[src/logic/fe_defines.svh]
`ifndef FE_DEFINES_SVH
`define FE_DEFINES_SVH
// ---------------------------------------------
// register offsets
// ---------------------------------------------
`define FE_ADDR_CTRL      12'h000
`define FE_ADDR_BANK0     12'h004
`define FE_ADDR_BANK1     12'h008
`define FE_ADDR_MAP       12'h00C
`define FE_ADDR_STATUS    12'h010
// ---------------------------------------------
// field positions
// ---------------------------------------------
`define FE_CTRL_MODE4     0
`define FE_CTRL_ACT_LO    1
`define FE_CTRL_BANK      3
`define FE_BANK_RESO_LO   0
`define FE_BANK_SPEED_LO  8
`define FE_BANK_RESP_LO   16
`define FE_BANK_ILOCK     20
`define FE_MAP_MSG_LO     0
`define FE_MAP_IO1_LO     2
`define FE_MAP_AUX_LO     4
`define FE_ST_FAULT       0
`define FE_ST_SAFE        1
`define FE_ST_LOCK        2
`define FE_ST_BIND        3
`define FE_ST_WFA         4
`define FE_ST_WFB         5
`define FE_ST_SEL_LO      8
// ---------------------------------------------
// reset values and limits
// ---------------------------------------------
`define FE_CTRL_RST       32'h0000_0000
`define FE_BANK_RST       32'h0011_0000
`define FE_MAP_RST        32'h0000_0018
`define FE_NPAIRS         4'hA
`define FE_NPAIRS_OVL     4'h5
// ---------------------------------------------
// timing
// ---------------------------------------------
`define FE_CLK_KHZ        200000
`define FE_RELEASE_MIN_MS 120
`define FE_RELEASE_MAX_MS 4000
`define FE_OVL_TIME_US    10
`define FE_OVL_CYC        ((`FE_OVL_TIME_US * `FE_CLK_KHZ) / 1000)
`endif

[src/logic/fe_pkg.sv]
`default_nettype none
package fe_pkg;
	typedef enum logic [2:0] {
		FE_LOCKED = 3'h1,
		FE_OFF    = 3'h2,
		FE_ON     = 3'h4
	} fe_state_t;
	typedef enum logic [1:0] {
		FE_ACT_FIXED = 2'h0,
		FE_ACT_OVL5  = 2'h1,
		FE_ACT_FIX10 = 2'h2,
		FE_ACT_BAD   = 2'h3
	} fe_act_t;
	typedef enum logic [1:0] {
		FE_SIG_BIND  = 2'h0,
		FE_SIG_WFA   = 2'h1,
		FE_SIG_WFB   = 2'h2,
		FE_SIG_FAULT = 2'h3
	} fe_sig_t;
endpackage
`default_nettype wire

[src/logic/fe_field_eval.sv]
// Added by the designer: the placing of the registers and the APB slave port.
`include "fe_defines.svh"
`default_nettype none
module fe_field_eval
	import fe_pkg::*;
#(
	parameter int unsigned RELEASE_MIN_CYC =
		`FE_RELEASE_MIN_MS * `FE_CLK_KHZ,
	parameter int unsigned RELEASE_MAX_CYC =
		`FE_RELEASE_MAX_MS * `FE_CLK_KHZ
) (
	input  wire logic        pclk,                    // clock
	input  wire logic        presetn,                 // async reset
	input  wire logic [11:0] paddr,                   // apb address
	input  wire logic        psel,                    // apb select
	input  wire logic        penable,                 // apb enable
	input  wire logic        pwrite,                  // apb write
	input  wire logic [31:0] pwdata,                  // apb wdata
	output logic      [31:0] prdata,                  // apb rdata
	output logic             pready,                  // apb ready
	output logic             pslverr,                 // apb error
	input  wire logic [3:0]  field_sel,               // pair select
	input  wire logic        scan_valid,              // scan done
	input  wire logic [9:0]  prot_viol_a,             // A prot per pair
	input  wire logic [9:0]  prot_viol_b,             // B prot per pair
	input  wire logic [9:0]  warn_viol_a,             // A warn per pair
	input  wire logic [9:0]  warn_viol_b,             // B warn per pair
	input  wire logic        reset_button,            // release button
	output logic             safety_output_a,         // safety out
	output logic             message_output,          // mapped out
	output logic             io_switching_output_one, // mapped out
	output logic             aux_switching_output,    // mapped out
	output logic      [7:0]  resolution_mm,           // active reso
	output logic      [7:0]  max_speed,               // active speed
	output logic             change_fault             // fault flag
);
	// ---------------------------------------------
	// functions
	// ---------------------------------------------
	function automatic logic bit_at(input logic [9:0] v,
	                                input logic [3:0] i);
		// out-of-range index reads as violated: fail safe
		bit_at = (i < `FE_NPAIRS) ? v[i] : 1'b1;
	endfunction

	function automatic logic [7:0] reso_of(input logic [2:0] c);
		case (c)
			3'h0:    reso_of = 8'h1E;
			3'h1:    reso_of = 8'h28;
			3'h2:    reso_of = 8'h32;
			3'h3:    reso_of = 8'h3C;
			3'h4:    reso_of = 8'h46;
			3'h5:    reso_of = 8'h96;
			default: reso_of = 8'h00;
		endcase
	endfunction

	// ---------------------------------------------
	// declarations
	// ---------------------------------------------
	logic [31:0] ctrl_r;
	logic [31:0] bank0_r;
	logic [31:0] bank1_r;
	logic [31:0] map_r;
	logic [31:0] bank_act_r;
	logic [31:0] rdata_nxt;
	logic        addr_ok;
	logic        wr_en;
	logic        setup;
	logic        mode4;
	fe_act_t     act;
	logic [3:0]  resp_eff;
	logic        ilock;
	logic [3:0]  sel;
	logic        sel_bad;
	logic        fault_r;
	logic [3:0]  prev_sel_r;
	logic [3:0]  old_sel_r;
	logic [11:0] ovl_cnt_r;
	logic        ovl_on;
	logic        va;
	logic        vb;
	logic        wa;
	logic        wb;
	logic        first_scan_r;
	logic [3:0]  vcnt_r;
	logic        bind_r;
	logic        wfa_r;
	logic        wfb_r;
	logic        trip;
	logic        ok;
	logic [29:0] press_cnt_r;
	logic        rel_pulse;
	fe_state_t   st_r;
	logic [3:0]  sigs;

	// ---------------------------------------------
	// apb slave
	// ---------------------------------------------
	assign setup   = psel & ~penable;
	assign wr_en   = psel & penable & pwrite & addr_ok;
	assign pready  = 1'b1;
	assign pslverr = psel & penable & ~addr_ok;

	always_comb begin
		addr_ok   = 1'b1;
		rdata_nxt = 32'h0000_0000;
		case (paddr)
			`FE_ADDR_CTRL:  rdata_nxt = ctrl_r;
			`FE_ADDR_BANK0: rdata_nxt = bank0_r;
			`FE_ADDR_BANK1: rdata_nxt = bank1_r;
			`FE_ADDR_MAP:   rdata_nxt = map_r;
			`FE_ADDR_STATUS: begin
				rdata_nxt[`FE_ST_FAULT] = fault_r;
				rdata_nxt[`FE_ST_SAFE]  = safety_output_a;
				rdata_nxt[`FE_ST_LOCK]  = st_r == FE_LOCKED;
				rdata_nxt[`FE_ST_BIND]  = bind_r;
				rdata_nxt[`FE_ST_WFA]   = wfa_r;
				rdata_nxt[`FE_ST_WFB]   = wfb_r;
				rdata_nxt[`FE_ST_SEL_LO +: 4] = sel;
			end
			default: addr_ok = 1'b0;
		endcase
	end

	// read data is captured in setup so it is a flop at access
	always_ff @(posedge pclk or negedge presetn) begin
		if (!presetn)
			prdata <= 32'h0000_0000;
		else if (setup)
			prdata <= rdata_nxt;
	end

	always_ff @(posedge pclk or negedge presetn) begin
		if (!presetn) begin
			ctrl_r  <= `FE_CTRL_RST;
			bank0_r <= `FE_BANK_RST;
			bank1_r <= `FE_BANK_RST;
			map_r   <= `FE_MAP_RST;
		end else if (wr_en) begin
			case (paddr)
				`FE_ADDR_CTRL:  ctrl_r  <= pwdata;
				`FE_ADDR_BANK0: bank0_r <= pwdata;
				`FE_ADDR_BANK1: bank1_r <= pwdata;
				`FE_ADDR_MAP:   map_r   <= pwdata;
				default: ;
			endcase
		end
	end

	// bank parameters take effect only on a control write
	always_ff @(posedge pclk or negedge presetn) begin
		if (!presetn)
			bank_act_r <= `FE_BANK_RST;
		else if (wr_en && paddr == `FE_ADDR_CTRL)
			bank_act_r <= pwdata[`FE_CTRL_BANK] ? bank1_r : bank0_r;
	end

	// ---------------------------------------------
	// configuration decode
	// ---------------------------------------------
	assign mode4 = ctrl_r[`FE_CTRL_MODE4];
	assign act   = fe_act_t'(ctrl_r[`FE_CTRL_ACT_LO +: 2]);
	assign ilock = bank_act_r[`FE_BANK_ILOCK];
	assign resp_eff = (bank_act_r[`FE_BANK_RESP_LO +: 4] == 4'h0) ?
		4'h1 : bank_act_r[`FE_BANK_RESP_LO +: 4];

	always_ff @(posedge pclk or negedge presetn) begin
		if (!presetn) begin
			resolution_mm <= 8'h00;
			max_speed     <= 8'h00;
		end else begin
			resolution_mm <= reso_of(bank_act_r[`FE_BANK_RESO_LO +: 3]);
			max_speed <= bank_act_r[`FE_BANK_SPEED_LO +: 8];
		end
	end

	// ---------------------------------------------
	// field pair selection
	// ---------------------------------------------
	assign sel = (act == FE_ACT_FIXED) ? 4'h0 : field_sel;

	assign sel_bad = (act == FE_ACT_BAD) |
		(mode4 & act == FE_ACT_OVL5) |
		(act == FE_ACT_OVL5 & field_sel >= `FE_NPAIRS_OVL) |
		(act == FE_ACT_FIX10 & field_sel >= `FE_NPAIRS) |
		(reso_of(bank_act_r[`FE_BANK_RESO_LO +: 3]) == 8'h00);

	// a new fault wins over a clear in the same cycle
	always_ff @(posedge pclk or negedge presetn) begin
		if (!presetn)
			fault_r <= 1'b0;
		else if (sel_bad)
			fault_r <= 1'b1;
		else if (wr_en && paddr == `FE_ADDR_STATUS &&
		         pwdata[`FE_ST_FAULT])
			fault_r <= 1'b0;
	end
	assign change_fault = fault_r;

	// overlapped mode keeps the previous pair watched a while
	always_ff @(posedge pclk or negedge presetn) begin
		if (!presetn) begin
			prev_sel_r <= 4'h0;
			old_sel_r  <= 4'h0;
			ovl_cnt_r  <= 12'h000;
		end else begin
			prev_sel_r <= sel;
			if (act == FE_ACT_OVL5 && sel != prev_sel_r) begin
				old_sel_r <= prev_sel_r;
				ovl_cnt_r <= 12'(`FE_OVL_CYC);
			end else if (ovl_cnt_r != 12'h000)
				ovl_cnt_r <= ovl_cnt_r - 12'h001;
		end
	end
	assign ovl_on = ovl_cnt_r != 12'h000;

	// A and B share the pair index; only A also watches the old pair while overlap runs
	assign va = bit_at(prot_viol_a, sel) |
		(ovl_on & bit_at(prot_viol_a, old_sel_r));
	assign vb = bit_at(prot_viol_b, sel);
	assign wa = bit_at(warn_viol_a, sel) |
		(ovl_on & bit_at(warn_viol_a, old_sel_r));
	assign wb = bit_at(warn_viol_b, sel);

	// ---------------------------------------------
	// scan evaluation
	// ---------------------------------------------
	always_ff @(posedge pclk or negedge presetn) begin
		if (!presetn) begin
			first_scan_r <= 1'b0;
			vcnt_r       <= 4'h0;
			bind_r       <= 1'b0;
			wfa_r        <= 1'b0;
			wfb_r        <= 1'b0;
		end else if (scan_valid) begin
			first_scan_r <= 1'b1;
			if (!va)
				vcnt_r <= 4'h0;
			else if (vcnt_r != 4'hF)
				vcnt_r <= vcnt_r + 4'h1;
			bind_r <= mode4 & vb;
			wfa_r  <= wa;
			wfb_r  <= mode4 & wb;
		end
	end

	assign trip = vcnt_r >= resp_eff;
	assign ok   = first_scan_r & ~fault_r & ~sel_bad &
		(vcnt_r == 4'h0);

	// ---------------------------------------------
	// release button timing
	// ---------------------------------------------
	always_ff @(posedge pclk or negedge presetn) begin
		if (!presetn)
			press_cnt_r <= 30'h0000_0000;
		else if (!reset_button)
			press_cnt_r <= 30'h0000_0000;
		else if (press_cnt_r != 30'h3FFF_FFFF)
			press_cnt_r <= press_cnt_r + 30'h0000_0001;
	end

	// too short or too long a press is ignored
	assign rel_pulse = ~reset_button & (press_cnt_r != 30'h0000_0000) &
		({2'b00, press_cnt_r} >= RELEASE_MIN_CYC) &
		({2'b00, press_cnt_r} <= RELEASE_MAX_CYC);

	// ---------------------------------------------
	// start-up state machine
	// ---------------------------------------------
	always_ff @(posedge pclk or negedge presetn) begin
		if (!presetn)
			st_r <= FE_LOCKED;
		else begin
			case (st_r)
				FE_LOCKED:
					if (ok && (!ilock || rel_pulse))
						st_r <= FE_ON;
				FE_OFF:
					if (ok)
						st_r <= FE_ON;
				FE_ON:
					if (trip || fault_r || sel_bad)
						st_r <= FE_OFF;
				default: st_r <= FE_LOCKED;
			endcase
		end
	end
	assign safety_output_a = st_r[2];

	// ---------------------------------------------
	// output mapping
	// ---------------------------------------------
	// safety output is never remapped: only indications move
	assign sigs = {fault_r, wfb_r, wfa_r, bind_r};

	always_ff @(posedge pclk or negedge presetn) begin
		if (!presetn) begin
			message_output          <= 1'b0;
			io_switching_output_one <= 1'b0;
			aux_switching_output    <= 1'b0;
		end else begin
			message_output <= sigs[map_r[`FE_MAP_MSG_LO +: 2]];
			io_switching_output_one <=
				sigs[map_r[`FE_MAP_IO1_LO +: 2]];
			aux_switching_output <= sigs[map_r[`FE_MAP_AUX_LO +: 2]];
		end
	end
endmodule
`default_nettype wire

[config.mk]
export PLATFORM = sky130hd
export DESIGN_NAME = fe_field_eval
export DESIGN_NICKNAME = d
export VERILOG_FILES = /design/src/logic/fe_pkg.sv /design/src/logic/fe_field_eval.sv
export VERILOG_INCLUDE_DIRS = /design/src /design/src/logic
export SDC_FILE = /design/constraint.sdc
export NUM_CORES = 1
export LEC_CHECK = 0
export ABC_CLOCK_PERIOD_IN_PS = 3300
export BUFFER_PORTS_ARGS = -buffer_cell sky130_fd_sc_hd__buf_2
export CAP_MARGIN = 40
export CELL_PAD_IN_SITES_DETAIL_PLACEMENT = 0
export CELL_PAD_IN_SITES_GLOBAL_PLACEMENT = 1
export CORE_MARGIN = 3
export CORE_UTILIZATION = 40
export DETAILED_ROUTE_END_ITERATION = 10
export GPL_TIMING_DRIVEN = 1
export MAX_ROUTING_LAYER = met4
export PLACE_DENSITY_LB_ADDON = 0.1
export SETUP_SLACK_MARGIN = 0.15
export SLEW_MARGIN = 20
export SYNTH_ARGS = -nofsm -noshare
export SYNTH_HDL_FRONTEND = slang
export SYNTH_SLANG_ARGS = --single-unit
[constraint.sdc]
create_clock -name pclk -period 3.3 [get_ports pclk]
set_input_delay 0.495 -clock pclk [delete_from_list [all_inputs] [get_ports pclk]]
set_output_delay 0.495 -clock pclk [all_outputs]
set_load 0.01 [all_outputs]
After elaboration in Yosys (flattened, before gate mapping)
Cells that the tools add are included.

word-level totals
  flip-flop bits (word level) = 262
  input bits = 95

cells by class
  add/subtract/negate cells = 3
  magnitude comparators = 12
  equality and inequality tests = 23
  muxes and demuxes = 45
  bitwise gates (word level) = 29
  reductions and logical operators = 26

operators with widths
  operator                                                    number
  case mux 20 bit (4 select lines)                            1
  two-way mux 30 bit                                          2
  case mux 8 bit (6 select lines)                             1
  adder 30 x 1 -> 30 bit, second input constant               1
  >= comparator 30 x 25 -> 1 bit, second input constant       1
  less-or-equal comparator 30 bit, second input constant      1
  inequality test 30 bit, second input constant               1
  case mux 6 bit (5 select lines)                             1
  nonzero test 30 bit                                         1
  binary-select mux 1 bit (select 4 bit)                      6
  equality test 12 x 4 -> 1 bit, second input constant        2
  two-way mux 12 bit                                          2
  two-way mux 21 bit                                          1
  case mux 4 bit (5 select lines)                             1
  AND 1 bit                                                   18
  two-way mux 1 bit                                           18
  two-way mux 4 bit                                           4
  equality test 12 x 3 -> 1 bit, second input constant        1
  equality test 12 x 5 -> 1 bit, second input constant        1
  zero test 12 bit                                            1
  nonzero test 12 bit                                         1
  subtractor 12 x 1 -> 12 bit, second input constant          1
  less-than comparator 4 x 5 -> 1 bit, second input constant  2
  AND reduction 2 bit                                         5
  other kinds (31)                                            64

Depth between registers and ports, before layout
  depth after elaboration = 12
  depth in mapped cells = 9
  depth with buffers taken out = 9

Worst setup path before layout
OpenSTA, ideal clock, no wires.

  path type = input-to-reg
  start = in paddr[9]
  end = reg bank0_r[10]
  library setup time = 0.125 ns
  data arrival time = 2.373 ns
  required time = 3.175 ns
  path slack = 0.802 ns
  stages = 7
  path buffers = 2
  cells stage by stage = or4_4 -> nor4_4 -> and2_1 -> and3b_1 -> buf_2 -> buf_4 -> mux2_2

between the ends
  cells in the longest elaborated chain, start to end = 5
  elaborated cells between the ends (all ways) = 9

ends and longest elaborated chain
  what                                                         line                  source
  from (decl)                                                  fe_field_eval.sv:14   input wire logic [11:0] paddr,
  equality test 12 x 5 -> 1 bit, or another cell as far along  fe_field_eval.sv:108  case (paddr)
  OR reduction 5 bit (no line)                                 -
  two-way mux 1 bit                                            fe_field_eval.sv:108
  AND 1 bit                                                    fe_field_eval.sv:101  assign wr_en = psel & penable & pwrite & addr_ok;
  AND reduction 2 bit (no line) *                              -
  to (signal assigned)                                         fe_field_eval.sv:137  bank0_r <= `FE_BANK_RST;
  to (signal assigned)                                         fe_field_eval.sv:143  `FE_ADDR_BANK0: bank0_r <= pwdata;
  to (decl)                                                    fe_field_eval.sv:62   logic [31:0] bank0_r;

Every way passes the cells marked *; elsewhere a longest branch is shown, timed or not.
A chain may end at the register's enable or synchronous reset.

Final worst setup path
  start = in paddr[9]
  end = out pslverr

between the ends
  cells in the longest elaborated chain, start to end = 5
  elaborated cells between the ends (all ways) = 9

ends and longest elaborated chain
  what                                                         line                  source
  equality test 12 x 5 -> 1 bit, or another cell as far along  fe_field_eval.sv:108
  OR reduction 5 bit (no line) *                               -
  two-way mux 1 bit *                                          fe_field_eval.sv:108
  inverter 1 bit *                                             fe_field_eval.sv:103  assign pslverr = psel & penable & ~addr_ok;
  AND 1 bit *                                                  fe_field_eval.sv:103
  to (decl)                                                    fe_field_eval.sv:21   output logic pslverr,

Marks and branches as above.

==> results.tsv <==
stage	metric	value	unit
run_status	status	finished, final reports clean	
die	fp.dieW	180	um
yosys	ys_top_cells_by_area	dfrtp_1 51%, mux2_2 12%, mux4_2 7.2%, nand2_1 3.5%, o21ai_0 2.4%	
pwr	power.total	7.05	mW
grt	grt_max_degree	92	
die	ios	150	
clocking	clockBufferDepth	3	
yosys	synth_common_cells	247 x dfrtp_1, 133 x mux2_2, 114 x nand2_1	
die	dieHeight	180	um
yosys	yosys_warnings	0	
pwr	p_sw	1.63	mW
pwr	p_comb_share	6.1	%
pwr	vdd_drop_max	0.409	mV
place	gp_congestion	0.782	
timing	hold_viol	0	
yosys	ys_seq_elements	256	
pwr	clkPwrFrac	48.1	%
clocking	insertion_delay	550	ps
worst_setup_path	cp_common_cell	buf_2	
drt	viasPerCell	5.25	
timing	rsz0062_at_grt	no	
die	row_count	63	
pwr	p_leak	6.72	nW
grt	overflow	0	
place	numPortBuffers	147	
die	dieArea	32500	sq um
die	core	29800	sq um
pwr	sequentialPowerShare	45.8	%
yosys	syn-instance-count	1010	
clocking	post_cts_buffers	0	
worst_setup_path	critical-path-max-stage-delay	550	ps
worst_setup_path	crit_fanout	33	
die	start_util	40.8	%
layout	syn_to_final_growth	18.5	%
layout	finalNetCount	1258	
clocking	root_buffer	clkbuf_16	
worst_setup_path	cp_slowest_cell	or4_4	
yosys	yosysMostFrequentCell	dfrtp_1	
grt	grt_pass1_vias	8658	
pwr	switching_share	23.1	%
timing	clock_skew	15.1	ps
yosys	synthArstFlopShare	100	%
yosys	synth_area_leader_cell	dfrtp_1	
yosys	syn-cell-area	12200	sq um
timing	report.final.slew_viol_count	0	
yosys	synth.top_cell.area_share	50.8	%
timing	fin_crit	2630	ps
yosys	yosysSeqAreaShare	52.8	%
clocking	cts_tree	built	
worst_setup_path	worst-setup-path-type	input pin to primary output	
worst_setup_path	required	2800	ps
drt	vias	8241	
worst_setup_path	arrival	2130	ps
flow_run	maxCapViolations	0	
clocking	cts_resized	0	
place	dpl-instance-area	13400	sq um
timing	setup_viol	0	
clocking	cts_buffers	29	
timing	tightest_slew	762	ps
yosys	synth_area_per_cell	12.0	sq um
worst_setup_path	worstReg2RegEnd	ovl_cnt_r[11]	
timing	max_slew_margin	48.9	%
worst_setup_path	path_cells	buf_2 -> or4_4 -> nor4_4 -> buf_4 -> nor3_1 -> buf_2	
timing	max_freq	380	MHz
clocking	clk_pin_slew	60	ps
timing	whs	228	ps
worst_setup_path	cp-start-kind	input pin	
place	place_ws	431	ps
yosys	yosysUniqueCellTypes	66	
hold_path	hold_start	pwdata[26]	
layout	final_area	14400	sq um
worst_setup_path	crit_path_end_kind	primary output	
drt	drtIter0Drc	456	
yosys	syn_nets	1114	
hold_path	holdPathEnd	bank1_r[26]	
grt	grt_pass1_wl	49200	um
clocking	clkSinkCount	256	
pwr	internal_power	5.42	mW
clocking	cts.htree.levels	1	
drt	firstDrtPassIters	5	
pwr	power.density	489	nW/um^2
worst_setup_path	timing.rr.start	ovl_cnt_r[0]	
worst_setup_path	reg2reg_setup_slack	690	ps
timing	final.period_utilization	79.7	%
layout	nFillCells	2760	
drt	wl_per_cell	18.9	um
layout	post-route-util	48.4	%
layout	drive_gt1_share	35.6	%
timing	setup_ws	670	ps
hold_path	min_path_type	input pin to flop	
hold_path	hold_path_depth	2	
layout	stdcell_count	1569	
timing	tns	0	ps
place	hpwl	20200	um
drt	ant_nets	0	
yosys	synth_edf_count	0	
grt	antenna_found_initial	2	
drt	remaining_drc_errors	0	
worst_setup_path	reg2regPathDepth	8	
place	dp.cells	1512	
grt	groute.usage.overall	18.9	%
yosys	ys.flop_type	dfrtp_1	
drt	wl	29600	um
-- power by group through the flow --
stage                     logic [mW]  registers [mW]  clock network [mW]
after global placement         0.442            3.28                   0
after CTS                      0.444            3.22                3.49
after floorplan                0.224            3.27                   0
final                          0.433            3.22                3.39
after detailed placement       0.440            3.28                   0
after global routing           0.500            3.23                3.62
-- critical path: cells and delay by family --
| kind | cells | cell delay (ps) |
|---|---|---|
| simple gates | 3 | 920 |
| buf+inv | 3 | 700 |
-- layout by cell type (no fill, tap or decap), types with 5 or more instances in the layout --
master,count
dfrtp_1,247
buf_2,146
mux2_2,133
nand2_1,114
o21ai_0,59
nor2_1,58
mux4_2,39
clkbuf_16,29
mux2i_1,28
nand3_1,23
xnor2_1,20
xor2_1,19
buf_4,19
inv_1,18
a21oi_1,16
and2_1,13
nor3_1,12
nand4_1,11
ha_1,9
dfstp_2,9
a31oi_1,8
a22oi_1,8
and3_1,7
nor4_1,7
nand2b_1,6
clkbuf_8,6
nor3b_1,5
or2_2,5
nand3b_1,5
clkbuf_1,5
-- how the worst max path moves through the flow --
stage,start,endpoint,cells past startpoint
detailed placement,paddr[9],bank1_r[28],8
global placement,paddr[9],bank1_r[23],8
CTS,paddr[9],pslverr,6
floorplan,paddr[9],bank0_r[10],7
finish,paddr[9],pslverr,6
global route,ovl_cnt_r[0],ovl_cnt_r[11],8
-- routing by layer --
| layer | GRT usage (%) | part of all wire, % |
|---|---|---|
| met5 | - | 0 |
| met1 | 27.3 | 49 |
| met2 | 28.8 | 45 |
| met4 | 3.38 | 1.4 |
| met3 | 3.05 | 4.1 |
-- state kept, by name, summed over array words and instances (netlist names) --
signal                   cells
aux_switching_output         1
bank0_r                     32
bank1_r                     32
bank_act_r                  16
bind_r                       1
change_fault                 1
ctrl_r                      32
first_scan_r                 1
io_switching_output_one      1
map_r                       32
max_speed                    8
message_output               1
old_sel_r                    4
ovl_cnt_r                   12
prdata                      32
press_cnt_r                 30
prev_sel_r                   4
resolution_mm                7
st_r                         3
vcnt_r                       4
wfa_r                        1
wfb_r                        1
-- kinds of logic (layout without fill, tap and decap cells) --
family                     count (synthesis)  count (layout)  share of synthesized area (%)
adders and majority gates                  9               9                          0.926
muxes                                    201             201                           21.9
AOI/OAI and AO/OA                        129             129                           6.64
and+or+nand+nor                          296             296                           12.1
buffers and inverters                     78             245                           2.74
xor gates and xnor gates                  39              39                           2.81
DFF                                      256             256                           52.8
other                                      2               4                         0.0618
-- cell type report --
cell class	count	area, sq um	share of cell area, %
tap	390	488	3.39
antenna	2	5.00	0.0347
clock inverter	14	191	1.33
inverter	20	75.1	0.521
timing repair buffer	171	978	6.79
sequential	256	6420	44.5
clock buffer	40	827	5.74
multi-input combinational	676	5430	37.7
-- timing repair --
item / CTS / global route
hold buffers: 1 / 0
endpoints found under the hold margin: 45 / 0
setup endpoints to repair: 0 / 0
(Power assumes the default switching activity.)
